### src/hw/ref_ladder_defs.vh
/*
  Constants for the reference ladder control block: register offsets,
  field positions, reset values and source select codes.
  Assumes inclusion by bare name from the design file only.
*/
`ifndef REF_LADDER_DEFS_VH
`define REF_LADDER_DEFS_VH

// Register offsets on the plain register port.
`define ADDR_CONTROL_MAIN   2'h0
`define ADDR_LEVEL_SELECT   2'h1

// Field positions in ref_control_main.
`define BIT_LADDER_ENABLE   7
`define BIT_LOW_POWER_SIDE  6
`define BIT_PIN_OUT_ENABLE  5
`define BIT_POS_SEL_HI      3
`define BIT_POS_SEL_LO      2
`define BIT_NEG_SOURCE_SEL  0

// Implemented-bit masks and reset values.
`define MASK_CONTROL_MAIN   8'hed
`define MASK_LEVEL_SELECT   8'h1f
`define RESET_CONTROL_MAIN  8'h00
`define RESET_LEVEL_SELECT  8'h00

// Positive source codes.
`define POS_SEL_SUPPLY      2'h0
`define POS_SEL_EXT_REF     2'h1
`define POS_SEL_FIXED_REF   2'h2
`define POS_SEL_RESERVED    2'h3

// Level code width and level count.
`define LEVEL_WIDTH         5
`define LEVEL_COUNT         6'h20
`define LEVEL_ALL_ONES      5'h1f

`endif

### src/hw/ref_ladder_control.v
/*
  Digital control of a 32-level ratiometric reference ladder: two 8-bit
  control registers, decoded switch controls for the analog ladder and
  the override of the reference output pin.
  Assumes a synchronous register port with read data one cycle later,
  pin inputs synchronous to REF_CLK_I, and an analog ladder outside.
*/
// Local design decisions: the register offsets and strobed register access.
// Function
// - 32 levels chosen by 5-bit level code.
// - Output is linear tap of level code.
// - Low-power side keeps positive or negative source.
// - Pin output enable routes reference to pin.
// - Routed pin disables digital driver and input.
// - Digital read of routed pin returns 0.
// - Ladder enable bit turns converter on.
// - Positive source select decodes three sources.
// - Negative source select: external or ground.
// - Unimplemented bits ignore writes, read zero.
// - Level code in bits 4-0, read/write.
// - Sleep wake keeps first register unchanged.
// - Reset clears all implemented bits.
`timescale 1ns/1ps
`include "ref_ladder_defs.vh"

module ref_ladder_control
  #(
  parameter LEVEL_W = `LEVEL_WIDTH
  )
  (
  // Clock and reset.
  input  wire               REF_CLK_I,
  input  wire               RSTN_I,
  // Register port.
  input  wire [1:0]         ADDR_I,
  input  wire [7:0]         WDATA_I,
  input  wire               WR_I,
  input  wire               RD_I,
  output reg  [7:0]         RDATA_O,
  // Ladder switch controls.
  output reg                LADDER_ENABLE_O,
  output reg                POS_SRC_CONNECT_O,
  output reg                NEG_SRC_CONNECT_O,
  output reg                POS_SEL_SUPPLY_O,
  output reg                POS_SEL_EXT_REF_O,
  output reg                POS_SEL_FIXED_REF_O,
  output reg                NEG_SEL_EXT_REF_O,
  output reg  [LEVEL_W-1:0] LEVEL_CODE_O,
  output reg  [LEVEL_W:0]   TAP_SELECT_O,
  // Output pin: routing switch, digital pin override.
  output reg                REF_OUT_PIN_ROUTE_O,
  input  wire               PORT_DRIVE_OE_I,
  input  wire               PORT_DRIVE_DATA_I,
  input  wire               REF_OUT_PIN_IN_I,
  output reg                REF_OUT_PIN_OE_O,
  output reg                REF_OUT_PIN_O,
  output reg                PIN_READ_O
  );

  // Register storage; only implemented bits are kept.
  reg  [7:0]         control_main;
  reg  [LEVEL_W-1:0] level_code;
  wire [7:0]         next_control_main;
  wire [LEVEL_W-1:0] next_level_code;
  wire [7:0]         read_mux;
  wire [1:0]         pos_sel;
  wire               route;
  wire               ladder_on;
  wire               low_power_side;
  wire               neg_ext_sel;
  wire               clamp_high;
  reg                next_pos_connect;
  reg                next_neg_connect;
  reg                next_sel_supply;
  reg                next_sel_ext_ref;
  reg                next_sel_fixed_ref;
  reg  [LEVEL_W:0]   next_tap;
  reg                next_pin_oe;
  reg                next_pin_data;
  reg                next_pin_read;

  // Timing overview for anyone wiring this block into a system.
  // A write strobe lands in the register at the edge that samples it.
  // Every ladder control output then follows one edge later, so the
  // analog switches see the new setting two edges after the strobe.
  // A read strobe returns data in the following cycle only; the read
  // port goes back to zero afterwards, so a late sample reads zero.
  // The pin override also costs one cycle: the port drive and pad level
  // are registered here, which keeps every output straight from a flop.
  // The trade is a single cycle of latency on the pin against clean,
  // glitch-free levels at the pad and at the analog switches.
  // There is no sleep input. Sleep and wake therefore cannot disturb any
  // stored setting; only the reset input clears the registers.
  // Software is expected to clear the ladder enable before sleep to
  // save current; the block itself does not enforce that.

  // Writes keep only implemented bits, so reserved ones stay zero.
  assign next_control_main = WDATA_I & `MASK_CONTROL_MAIN;
  assign next_level_code   = WDATA_I[LEVEL_W-1:0];

  // Reset is the only thing that clears the registers; there is no sleep
  // input, so a wake from sleep cannot disturb the stored settings.
  always @(posedge REF_CLK_I or negedge RSTN_I)
  begin
    if (!RSTN_I)
    begin
      control_main <= `RESET_CONTROL_MAIN;
      level_code   <= {LEVEL_W{1'b0}};
    end
    else if (WR_I)
    begin
      if (ADDR_I == `ADDR_CONTROL_MAIN)
      begin
        control_main <= next_control_main;
      end
      else if (ADDR_I == `ADDR_LEVEL_SELECT)
      begin
        level_code <= next_level_code;
      end
    end
  end

  // Read decode; unmapped addresses and reserved bits read as zero.
  assign read_mux = (ADDR_I == `ADDR_CONTROL_MAIN) ? (control_main & `MASK_CONTROL_MAIN) :
                    (ADDR_I == `ADDR_LEVEL_SELECT) ? {{(8-LEVEL_W){1'b0}}, level_code} :
                    8'h00;

  assign pos_sel = control_main[`BIT_POS_SEL_HI:`BIT_POS_SEL_LO];
  assign route   = control_main[`BIT_PIN_OUT_ENABLE];

  // Read data stands in the cycle after the strobe only.
  always @(posedge REF_CLK_I or negedge RSTN_I)
  begin
    if (!RSTN_I)
    begin
      RDATA_O <= 8'h00;
    end
    else if (RD_I)
    begin
      RDATA_O <= read_mux;
    end
    else
    begin
      RDATA_O <= 8'h00;
    end
  end

  // Decoded views of the stored control fields, named for the switches
  // that they drive, so the output logic below reads like the ladder.
  assign ladder_on      = control_main[`BIT_LADDER_ENABLE];
  assign low_power_side = control_main[`BIT_LOW_POWER_SIDE];
  assign neg_ext_sel    = control_main[`BIT_NEG_SOURCE_SEL];

  // Clamp-high condition: converter off, positive end kept and the
  // all-ones code written. Only then is the very top of the ladder tapped.
  assign clamp_high = ~ladder_on & low_power_side & (level_code == `LEVEL_ALL_ONES);

  // Ladder end switches. With the converter on both ends stay connected;
  // with it off the low-power side bit keeps exactly one end, so the
  // ladder carries no current while it is idle.
  always @*
  begin
    next_pos_connect = 1'b0;
    next_neg_connect = 1'b0;
    if (ladder_on)
    begin
      next_pos_connect = 1'b1;
      next_neg_connect = 1'b1;
    end
    else if (low_power_side)
    begin
      next_pos_connect = 1'b1;
    end
    else
    begin
      next_neg_connect = 1'b1;
    end
  end

  // Positive source decode, one-hot. The reserved code selects no source
  // rather than two at once, which would short two references together.
  always @*
  begin
    next_sel_supply    = 1'b0;
    next_sel_ext_ref   = 1'b0;
    next_sel_fixed_ref = 1'b0;
    case (pos_sel)
      `POS_SEL_SUPPLY:
      begin
        next_sel_supply = 1'b1;
      end
      `POS_SEL_EXT_REF:
      begin
        next_sel_ext_ref = 1'b1;
      end
      `POS_SEL_FIXED_REF:
      begin
        next_sel_fixed_ref = 1'b1;
      end
      default:
      begin
        next_sel_supply    = 1'b0;
        next_sel_ext_ref   = 1'b0;
        next_sel_fixed_ref = 1'b0;
      end
    endcase
  end

  // Tap index. It equals the code, so the output is linear in it; the
  // clamp-high setting reaches past the last resistor to the full top.
  always @*
  begin
    if (clamp_high)
    begin
      next_tap = `LEVEL_COUNT;
    end
    else
    begin
      next_tap = {1'b0, level_code};
    end
  end

  // Pin override. Routing the reference takes the pin away from the port:
  // no digital drive and a read value of zero. A user who routes the
  // reference must not expect the port's own output to reach the pin.
  always @*
  begin
    next_pin_oe   = PORT_DRIVE_OE_I;
    next_pin_data = PORT_DRIVE_DATA_I;
    next_pin_read = REF_OUT_PIN_IN_I;
    if (route)
    begin
      next_pin_oe   = 1'b0;
      next_pin_data = 1'b0;
      next_pin_read = 1'b0;
    end
  end

  // Ladder controls are registered from the control registers, so they
  // follow a write by one cycle; the analog side sees glitch-free levels.
  always @(posedge REF_CLK_I or negedge RSTN_I)
  begin
    if (!RSTN_I)
    begin
      LADDER_ENABLE_O     <= 1'b0;
      POS_SRC_CONNECT_O   <= 1'b0;
      NEG_SRC_CONNECT_O   <= 1'b0;
      POS_SEL_SUPPLY_O    <= 1'b0;
      POS_SEL_EXT_REF_O   <= 1'b0;
      POS_SEL_FIXED_REF_O <= 1'b0;
      NEG_SEL_EXT_REF_O   <= 1'b0;
      LEVEL_CODE_O        <= {LEVEL_W{1'b0}};
      TAP_SELECT_O        <= {(LEVEL_W+1){1'b0}};
      REF_OUT_PIN_ROUTE_O <= 1'b0;
    end
    else
    begin
      LADDER_ENABLE_O     <= ladder_on;
      POS_SRC_CONNECT_O   <= next_pos_connect;
      NEG_SRC_CONNECT_O   <= next_neg_connect;
      POS_SEL_SUPPLY_O    <= next_sel_supply;
      POS_SEL_EXT_REF_O   <= next_sel_ext_ref;
      POS_SEL_FIXED_REF_O <= next_sel_fixed_ref;
      NEG_SEL_EXT_REF_O   <= neg_ext_sel;
      LEVEL_CODE_O        <= level_code;
      TAP_SELECT_O        <= next_tap;
      REF_OUT_PIN_ROUTE_O <= route;
    end
  end

  // Pin outputs are registered too; the override therefore takes effect
  // in the same cycle as the routing switch closes.
  always @(posedge REF_CLK_I or negedge RSTN_I)
  begin
    if (!RSTN_I)
    begin
      REF_OUT_PIN_OE_O <= 1'b0;
      REF_OUT_PIN_O    <= 1'b0;
      PIN_READ_O       <= 1'b0;
    end
    else
    begin
      REF_OUT_PIN_OE_O <= next_pin_oe;
      REF_OUT_PIN_O    <= next_pin_data;
      PIN_READ_O       <= next_pin_read;
    end
  end

endmodule // ref_ladder_control

### config.mk
export PLATFORM = sky130hd
export DESIGN_NAME = ref_ladder_control
export DESIGN_NICKNAME = d
export VERILOG_FILES = /design/src/hw/ref_ladder_control.v
export VERILOG_INCLUDE_DIRS = /design/src /design/src/hw
export SDC_FILE = /design/constraint.sdc
export NUM_CORES = 1
export LEC_CHECK = 0
export ABC_AREA = 1
export CAP_MARGIN = 5
export CORE_MARGIN = 5
export CORE_UTILIZATION = 45
export CTS_BUF_LIST = sky130_fd_sc_hd__clkbuf_4 sky130_fd_sc_hd__clkbuf_8
export DETAILED_ROUTE_END_ITERATION = 16
export DONT_BUFFER_PORTS = 1
export GPL_TIMING_DRIVEN = 0
export PLACE_DENSITY = 0.59
export SYNTH_ARGS = -nofsm -noshare
export SYNTH_HDL_FRONTEND = slang
export SYNTH_SLANG_ARGS = --single-unit
### constraint.sdc
create_clock -name REF_CLK_I -period 1.5 [get_ports REF_CLK_I]
set_input_delay 0.3 -clock REF_CLK_I [delete_from_list [all_inputs] [get_ports REF_CLK_I]]
set_output_delay 0.3 -clock REF_CLK_I [all_outputs]
set_load 0.005 [all_outputs]
# Word level (Yosys, flattened, before mapping)
# Cells that the tools add are included.
[totals]
output_inout_bits = 30
ff_bits = 41
[classes]
muxes = 14
reduce_logical = 4
n_eq_ne = 4
bitwise_logic = 4
[op_table]
columns = ["op", "count"]
rows = [
  ["two-way mux 8 bit", 2],
  ["two-way mux 1 bit", 10],
  ["two-way mux 6 bit", 1],
  ["equality test 5 bit (second input constant)", 1],
  ["two-way mux 5 bit", 1],
  ["equality test 2 x 1 -> 1 bit (second input constant)", 2],
  ["zero test 2 bit", 2],
  ["AND reduction 3 bit", 1],
  ["AND 1 bit", 2],
  ["equality test 2 bit (second input constant)", 1],
  ["inverter 1 bit", 2],
  ["AND reduction 2 bit", 1],
]

# Logic depth before layout (Yosys ltp)
# Gate-level depths: netlist of the first run.
[logic_depth]
depth_word = 4
mapped_depth = 5
depth_no_buf = 5

# Worst setup path after synthesis of the first run
# Ideal clock, no wire load.
[synth_path]
path_kind = "register to register"
start = "reg control_main[7]"
end = "reg TAP_SELECT_O[0]"
slack_ns = 0.631
path_buffers = 0
t_arrival_ns = 0.740
synth_period_minus_slack_ns = 0.869
setup_ns = 0.129
path_stages_with_launch = 5
path_cell_list = "dfrtp_1 -> inv_1 -> nand2_1 -> nor2_2 -> a21oi_1"
[synth_via]
elab_chain_cells = 4
[synth_rtl]
columns = ["element", "line", "text"]
rows = [
  ["from (decl)", "ref_ladder_control.v:61", "reg [7:0] control_main;"],
  ["from (signal assigned)", "ref_ladder_control.v:107", "control_main <= `RESET_CONTROL_MAIN;"],
  ["from (signal assigned)", "ref_ladder_control.v:114", "control_main <= next_control_main;"],
  ["inverter 1 bit", "ref_ladder_control.v:156", "assign clamp_high = ~ladder_on & low_power_side & (level_code == `LEVEL_ALL_ONES);"],
  ["AND 1 bit (2 in a row)", "ref_ladder_control.v:156", ""],
  ["two-way mux 6 bit", "ref_ladder_control.v:213", "if (clamp_high)"],
  ["net next_tap[0]", "ref_ladder_control.v:77", "reg [LEVEL_W:0] next_tap;"],
  ["to (signal assigned)", "ref_ladder_control.v:253", "TAP_SELECT_O <= {(LEVEL_W+1){1'b0}};"],
  ["to (signal assigned)", "ref_ladder_control.v:266", "TAP_SELECT_O <= next_tap;"],
  ["to (decl)", "ref_ladder_control.v:49", "output reg [LEVEL_W:0] TAP_SELECT_O,"],
]
# The timed path passes the listed nets, and every way through them passes these cells.
# A chain may end at the register's enable or synchronous reset.

# Worst setup path in the final report of the first run
[layout_path]
start = "reg NEG_SEL_EXT_REF_O"
end = "out NEG_SEL_EXT_REF_O"
[layout_lines]
columns = ["element", "line", "text"]
rows = [
  ["from (decl)", "ref_ladder_control.v:47", "output reg NEG_SEL_EXT_REF_O,"],
  ["from (signal assigned)", "ref_ladder_control.v:264", "NEG_SEL_EXT_REF_O <= neg_ext_sel;"],
]
# No word-level cell between the ends.

==> impl_metrics.py, run 1 <==
metrics = {
    "outcome": {
        "status": "finished clean",
    },
    "floorplanning": {
        "die_x_um": 66.5,
        "die_h_um": 66.5,
        "io_pins": 47,
        "start_util": 0.471,
        "dieArea_um2": 4430,
        "rows": 20,
        "core_um2": 3050,
    },
    "logic_synthesis": {
        "synthXorXnorAreaFrac": 0,
        "synth_flop_cell": "dfrtp_1",
        "synthDistinctLibCells": 16,
        "synth-compound-area-share": 0.0357,
        "synth_edf_count": 0,
        "synth_nets": 146,
        "synth.area.mux_share": 0,
        "synth_simple_gate_area_frac": 0.202,
        "ys_ff_latch": 41,
        "synth.yosys.seq_area_share": 0.713,
        "synthCells": 129,
        "syn_area_um2": 1440,
        "async_flop_share": 1.00,
        "synth_warnings": 0,
        "synth_top_family_by_area": "simple AND/OR/NAND/NOR gates",
        "yosys.area_share.adder": 0,
        "post_synth.cell_area_avg_um2": 11.2,
    },
    "timing": {
        "fmax_mhz": 954,
        "slew_violations": 0,
        "finalCriticalPeriod_ns": 1.05,
        "finalSetupViolCount": 0,
        "worst_pin_slew_ns": 0.294,
        "finClkSkew_ns": 0.00841,
        "fin_setup_tns_ns": 0,
        "max_slew_margin": 0.803,
        "rsz0062_at_grt": "no",
        "min_period_over_period": 0.699,
        "finalHoldViolCount": 0,
        "setup_ws_ns": 0.452,
    },
    "clock_network": {
        "post_cts_resized": 0,
        "cts_buffers": 5,
        "clkSlewWorstSetupHoldPaths_ns": 0.11,
        "cts_tree": "yes",
        "clockRootBuffer": "clkbuf_4",
        "cts_buffer_depth": 2,
        "clock-sinks": 41,
        "htreeDepth": 2,
        "clk_latency_ns": 0.34,
    },
    "cells_and_area": {
        "area_growth_pct": 9.74,
        "final_cell_mix": "41 x dfrtp_1, 33 x nand2_1, 16 x inv_1",
        "num_antenna_cells": 0,
        "layout_commonest_cell": "dfrtp_1",
        "fin_cells": 183,
        "drive_above_1_share": 0.165,
        "nNetsFinal": 155,
    },
    "global_routing": {
        "grt_usage": 0.133,
        "grt_antenna_before_repair": 0,
        "grt_pass1_wl_um": 4160,
        "grt_max_degree": 42,
        "grt_pass1_vias": 880,
        "grt_overflow": 0,
    },
    "min_path": {
        "hp-class": "in -> reg",
    },
    "routing": {
        "wire_per_inst_um": 13.7,
        "via_per_inst": 4.63,
        "via_count": 848,
        "postRouteAntennaNets": 0,
        "dr.pass1.iters": 4,
        "wirelength_um": 2510,
        "drc": 0,
        "drt_iter0_drc": 45,
    },
    "placement": {
        "gp_congestion": 0.759,
        "dp_cells": 173,
        "portBuffers": 0,
        "dpl.hpwl_um": 1900,
        "pre_cts_ws_ns": 0.504,
    },
    "power_and_ir_drop": {
        "internal_power_mw": 1.51,
        "vdd_ir_drop_max_mv": 0.461,
        "p_sw_mw": 0.544,
        "swShare": 0.265,
        "p_clk_frac": 0.253,
        "power_frac_comb": 0.087,
        "leakagePower_nw": 0.821,
        "seq_power_share": 0.660,
        "p_per_area_nw_per_um2": 1300,
    },
    "critical_path": {
        "worst_setup_path_start_kind": "flop",
        "cp-end-kind": "output port",
        "path_class": "reg -> out",
        "worstPathMaxFanout": 1,
        "crit_required_ns": 1.20,
        "cp.arrival_ns": 0.75,
    },
    "run": {
        "cap_violations": 0,
    },
}
## metrics by stage
stage,util,power (mW),hold slack [ns],instance area (um2)
2_1_floorplan,-,1.47,0.00441,1440
3_3_place_gp,0.489,1.52,0.00538,1490
3_5_place_dp,0.489,1.54,0.00547,1490
4_1_cts,0.517,2.08,0.0238,1580
5_1_grt,0.517,2.18,0.0359,1580
6_report,0.517,2.05,0.0447,1580
## Yosys cell counts (2+ instances only)
master / count / share of area
nand2_4: 2 / 0.016
dfrtp_1: 41 / 0.71
a21oi_1: 5 / 0.017
nand2_2: 2 / 0.0087
nand3_1: 8 / 0.028
o21ai_2: 2 / 0.012
nor2_1: 9 / 0.023
nor3_1: 2 / 0.0070
nand2_1: 33 / 0.086
nor2_2: 3 / 0.013
nor2_4: 2 / 0.016
inv_1: 16 / 0.042
## final timing paths
| check | from | to | slack [ns] | cells past startpoint |
|---|---|---|---|---|
| min in group asynchronous | RSTN_I | RDATA_O[7] | 0.41 | 2 |
| hold / removal | PORT_DRIVE_OE_I | REF_OUT_PIN_OE_O | 0.04 | 2 |
| hold reg to reg | level_code[1] | LEVEL_CODE_O[1] | 0.43 | 0 |
| max in group asynchronous | RSTN_I | TAP_SELECT_O[4] | 0.90 | 2 |
| setup reg to reg | control_main[7] | TAP_SELECT_O[3] | 0.46 | 4 |
| setup / recovery | NEG_SEL_EXT_REF_O | NEG_SEL_EXT_REF_O | 0.45 | 0 |
## timing repair
item | in CTS | in global routing
hold buffers | 2 | 0
buffers inserted | 0 | 0
endpoints found under the hold margin | 41 | 0
## routing by layer
layer  vias to the layer above  global-route usage  routed length, um
li1                        410                   -                  -
met1                       397               0.152                978
met2                        35               0.205               1270
met3                         6              0.0573                215
met4                         0              0.0761                 46
met5                         -                   0                  0
## cell families after synthesis
| logic type | count (synthesis) |
|---|---|
| AND/OR/NAND/NOR | 62 |
| flip-flops | 41 |
| buffers and inverters | 18 |
| AO/OA/AOI/OAI | 8 |
## sequential cells by signal, indices dropped and copies added (netlist names), 5 cells and up
name / count
LEVEL_CODE_O: 5
TAP_SELECT_O: 6
RDATA_O: 8
control_main: 6
level_code: 5
## final cells by class
type	instances	area, um2
multi-input combinational	70	342
fill	309	1470
inverter	17	63.8
clock buffer	6	45.0
buffer	1	7.51
timing repair buffer	2	30.0
sequential	41	1030
tap	44	55.1
clock inverter	2	10.0
## power groups by stage
| stage | combinational, mW | sequential [mW] | clock [mW] |
|---|---|---|---|
| 4_1_cts | 0.183 | 1.36 | 0.539 |
| 2_1_floorplan | 0.127 | 1.35 | 0 |
| 6_report | 0.179 | 1.35 | 0.519 |
| 3_3_place_gp | 0.147 | 1.38 | 0 |
| 5_1_grt | 0.213 | 1.38 | 0.591 |
| 3_5_place_dp | 0.153 | 1.38 | 0 |
No activity file was read; power rests on OpenSTA's default activity.
==> run 2: changes to the inputs <==
PLACE_DENSITY = 0.61   (was 0.59)
clock period = 0.9 ns   (was 1.5 ns; I/O delays follow)
==> run 2 against run 1 <==
The flow now finishes with violations (negative hold slack, negative setup slack); setup slack worse by 0.48 ns; die area stayed put; critical path depth stayed put; power is 78% higher; sequential power is 66% higher; cell count is 8.7% higher; via count is 8.6% higher; sequential share of layout area is 6.9 points lower; sequential cell count stayed put; clock power is 95% higher; critical path type unchanged; critical endpoint is now REF_OUT_PIN_OE_O.
==> impl_metrics.py, run 2 (synthesis results as in run 1) <==
metrics = {
    "timing": {
        "fin_setup_tns_ns": -0.470,
        "finalSetupViolCount": 30,
        "finalCriticalPeriod_ns": 0.932,
        "rsz0062_at_grt": "yes",
        "whs_ns": -0.486,
        "finClkSkew_ns": 0.00793,
        "setup_ws_ns": -0.0324,
        "fmax_mhz": 1070,
        "min_period_over_period": 1.04,
        "finalHoldViolCount": 41,
        "slew_violations": 0,
        "worst_pin_slew_ns": 0.288,
        "max_slew_margin": 0.808,
    },
    "floorplanning": {
        "core_um2": 3050,
        "start_util": 0.471,
        "die_h_um": 66.5,
        "die_x_um": 66.5,
        "rows": 20,
        "io_pins": 47,
        "dieArea_um2": 4430,
    },
    "outcome": {
        "status": "finished with violations",
        "violations": "negative hold slack, negative setup slack",
    },
    "critical_path": {
        "critPathLaunch": "REF_OUT_PIN_OE_O",
        "regToRegStartpoint": "control_main[7]",
        "cp-end-kind": "output port",
        "cp.arrival_ns": 0.75,
        "reg2regPathDepth": 4,
        "r2r_slack_ns": 0.01,
        "crit_required_ns": 0.72,
        "worst_r2r_endpoint": "TAP_SELECT_O[5]",
        "path_depth": 0,
        "path_class": "reg -> out",
        "worst_setup_path_start_kind": "flop",
        "worstPathMaxFanout": 1,
        "cp-endpoint": "REF_OUT_PIN_OE_O",
    },
    "global_routing": {
        "grt_pass1_wl_um": 4330,
        "grt_usage": 0.136,
        "grt_antenna_before_repair": 0,
        "grt_overflow": 0,
        "grt_max_degree": 42,
        "grt_pass1_vias": 954,
    },
    "clock_network": {
        "htreeDepth": 2,
        "cts_buffers": 5,
        "clkSlewWorstSetupHoldPaths_ns": 0.11,
        "clockRootBuffer": "clkbuf_4",
        "cts_tree": "yes",
        "clock-sinks": 41,
        "cts_buffer_depth": 2,
        "clk_latency_ns": 0.34,
    },
    "routing": {
        "dr.pass1.iters": 4,
        "via_count": 921,
        "wirelength_um": 2600,
        "drc": 0,
        "via_per_inst": 4.63,
        "wire_per_inst_um": 13.1,
        "postRouteAntennaNets": 0,
        "drt_iter0_drc": 44,
    },
    "power_and_ir_drop": {
        "leakagePower_nw": 0.899,
        "vdd_ir_drop_max_mv": 0.856,
        "p_per_area_nw_per_um2": 2070,
    },
    "cells_and_area": {
        "num_antenna_cells": 0,
        "final_area_um2": 1770,
        "layout_commonest_cell": "dfrtp_1",
        "area_growth_pct": 22.9,
        "nNetsFinal": 171,
        "final_cell_mix": "41 x dfrtp_1, 32 x nand2_1, 15 x inv_1",
        "final_util": 0.579,
        "fin_cells": 199,
        "reg_top3": "RDATA_O: 8 flops, TAP_SELECT_O: 6 flops, control_main: 6 flops",
        "top_register": "RDATA_O",
        "largest_reg_flops": 8,
        "drive_above_1_share": 0.213,
    },
    "placement": {
        "dpl.hpwl_um": 1820,
        "gp_congestion": 0.764,
        "portBuffers": 0,
        "pre_cts_ws_ns": -0.0750,
        "dp_cells": 173,
        "placed_area_um2": 1490,
    },
    "run": {
        "cap_violations": 0,
    },
    "min_path": {
        "hp-class": "in -> async",
    },
}
==> run 2: metrics by stage <==
step           hold WS (ns)  power (mW)
2_1_floorplan        -0.116        2.46
3_3_place_gp         -0.115        2.54
3_5_place_dp         -0.115        2.55
4_1_cts              -0.503        3.66
5_1_grt              -0.512        3.83
6_report             -0.486        3.65
==> run 2: how the worst min path moves through the flow <==
stage | from | end | slack, ns | cells past startpoint
6_report | RSTN_I | RDATA_O[4] | -0.49 | 0
5_1_grt | RSTN_I | TAP_SELECT_O[5] | -0.51 | 0
4_1_cts | RSTN_I | TAP_SELECT_O[5] | -0.50 | 0
3_5_place_dp | RSTN_I | TAP_SELECT_O[5] | -0.11 | 0
3_3_place_gp | RSTN_I | TAP_SELECT_O[5] | -0.11 | 0
2_1_floorplan | RSTN_I | LADDER_ENABLE_O | -0.12 | 0
==> run 2: timing repair <==
item,CTS,global route
gates resized for setup,3,6
hold endpoints to repair,61,42
hold buffers,12,1
pin swaps,1,1
setup endpoints to repair,36,39
buffers inserted,4,1
==> run 2: metal layers <==
metal | part of all wire | track usage
met1 | 0.41 | 0.155
met2 | 0.52 | 0.223
met3 | 0.052 | 0.0422
met4 | 0.023 | 0.0838
met5 | 0 | 0
==> run 2: report_power, final <==
part	switching (mW)	internal, mW
Clock	0.557	0.453
Combinational	0.223	0.182
Sequential	0.156	2.08
==> run 2: cell type report <==
cell class / count / area [um2]
fillers: 285 / 1280
repair buffers: 18 / 168
well taps: 44 / 55.1
flip-flops and latches: 41 / 1030
plain buffers: 1 / 7.51
inverters: 17 / 63.8
multi-input cells: 70 / 378
clock inverters: 1 / 5.00
clock buffers: 7 / 65.1
==> run 3: changes to the inputs <==
--- a/constraint.sdc
+++ b/constraint.sdc
@@ -3,2 +3,2 @@
 set_output_delay 0.18 -clock REF_CLK_I [all_outputs]
-set_load 0.005 [all_outputs]
+set_load 0.1 [all_outputs]
==> run 3 against run 2 <==
The flow still finishes with violations (negative hold slack, negative setup slack); critical path depth did not move; hold slack got worse by 0.0034 ns; core utilization rose by 4.4 points; register-to-register slack got worse by 0.05 ns; first-iteration DRC count fell by 4.5%; critical path type unchanged; critical endpoint is now RDATA_O[0]; largest cell class unchanged.
==> impl_metrics.py, run 3 (synthesis results as in run 1) <==
metrics = {
    "outcome": {
        "status": "finished with violations",
        "violations": "negative hold slack, negative setup slack",
    },
    "clock_network": {
        "clk_latency_ns": 0.34,
        "cts_buffers": 5,
        "cts_tree": "yes",
        "htreeDepth": 2,
        "clockRootBuffer": "clkbuf_4",
        "clkSlewWorstSetupHoldPaths_ns": 0.12,
        "clock-sinks": 41,
        "cts_buffer_depth": 2,
    },
    "routing": {
        "wire_per_inst_um": 13.8,
        "postRouteAntennaNets": 0,
        "via_per_inst": 4.77,
        "drc": 0,
        "drt_iter0_drc": 42,
        "dr.pass1.iters": 5,
        "wirelength_um": 2760,
        "via_count": 949,
    },
    "critical_path": {
        "path_class": "reg -> out",
        "cp-end-kind": "output port",
        "regToRegStartpoint": "control_main[7]",
        "worstPathMaxFanout": 1,
        "cp.arrival_ns": 0.98,
        "worst_setup_path_start_kind": "flop",
        "critPathLaunch": "RDATA_O[0]",
        "crit_required_ns": 0.72,
    },
    "floorplanning": {
        "core_um2": 3050,
        "rows": 20,
        "start_util": 0.471,
        "dieArea_um2": 4430,
        "io_pins": 47,
        "die_h_um": 66.5,
        "die_x_um": 66.5,
    },
    "timing": {
        "fmax_mhz": 860,
        "finalSetupViolCount": 36,
        "max_slew_margin": 0.795,
        "rsz0062_at_grt": "yes",
        "worst_pin_slew_ns": 0.306,
        "whs_ns": -0.489,
        "finalCriticalPeriod_ns": 1.16,
        "finClkSkew_ns": 0.00762,
        "finalHoldViolCount": 41,
        "slew_violations": 0,
        "setup_ws_ns": -0.262,
        "min_period_over_period": 1.29,
    },
    "global_routing": {
        "grt_usage": 0.147,
        "grt_max_degree": 42,
        "grt_pass1_vias": 1036,
        "grt_pass1_wl_um": 4710,
        "grt_overflow": 0,
        "grt_antenna_before_repair": 0,
    },
    "placement": {
        "dp_cells": 173,
        "dpl.hpwl_um": 1830,
        "pre_cts_ws_ns": -0.0685,
        "portBuffers": 0,
        "gp_congestion": 0.844,
    },
    "cells_and_area": {
        "fillCellCount": 255,
        "reg_top3": "RDATA_O: 8 flops, TAP_SELECT_O: 6 flops, control_main: 6 flops",
        "layout_commonest_cell": "nand2_1",
        "num_antenna_cells": 0,
        "area_growth_pct": 32.2,
        "multi_input_area_um2": 378,
        "register_area_um2": 1140,
        "drive_above_1_share": 0.413,
        "final_cell_mix": "32 x nand2_1, 30 x dfrtp_4, 15 x inv_1",
        "fin_cells": 199,
        "top_register": "RDATA_O",
        "largest_reg_flops": 8,
        "nNetsFinal": 171,
    },
    "power_and_ir_drop": {
        "power.total_mw": 5.24,
        "p_per_area_nw_per_um2": 2760,
        "vdd_ir_drop_max_mv": 1.26,
        "leakagePower_nw": 0.870,
    },
    "min_path": {
        "hp-class": "in -> async",
    },
    "run": {
        "cap_violations": 0,
    },
}
run 3: final cells by class:
type / instances / area share
Buffer: 1 / 0.00395
Clock buffer: 7 / 0.0309
Clock inverter: 1 / 0.0158
Inverter: 17 / 0.0336
Multi-Input combinational cell: 70 / 0.199
Sequential cell: 41 / 0.599
Tap cell: 44 / 0.0289
Timing Repair Buffer: 18 / 0.0895
run 3: report_power, final:
part           internal [mW]  leakage (nW)  total (mW)  switching [mW]
sequential              2.19         0.478        3.56            1.38
clock                  0.694        0.0489        1.26           0.565
combinational          0.187         0.343       0.422           0.235
run 3: path summary, 6_finish.rpt:
path / endpoint / slack, ns / cells after the start
setup / recovery: RDATA_O[0] / -0.26 / 0
hold / removal: RDATA_O[4] / -0.49 / 0
setup reg to reg: TAP_SELECT_O[5] / -0.04 / 4
hold reg to reg: LEVEL_CODE_O[1] / 0.42 / 0
max in group asynchronous: POS_SEL_FIXED_REF_O / 1.30 / 0
min in group REF_CLK_I: RDATA_O[0] / 0.02 / 3
run 3: metrics by stage:
step,TNS (ns),hold slack [ns],util,area (um2)
floorplan,0,-0.116,-,1480
global placement,-0.338,-0.115,0.502,1530
detailed placement,-0.388,-0.114,0.502,1530
CTS,-8.04,-0.505,0.607,1850
global route,-9.38,-0.529,0.623,1900
finish,-7.76,-0.489,0.623,1900
run 3: layer usage:
metal | vias to the layer above | global-route usage | wire length [um]
met5 | - | 0 | 0
met4 | 0 | 0.0838 | 42
met3 | 6 | 0.0573 | 207
met2 | 35 | 0.257 | 1500
met1 | 463 | 0.145 | 1010
li1 | 445 | - | -
run 3: what timing repair did:
item	in CTS	in global routing
setup endpoints to repair	36	38
hold buffers	12	1
gates resized for setup	33	8
buffers inserted	4	1
pin swaps	1	1
hold endpoints to repair	63	42
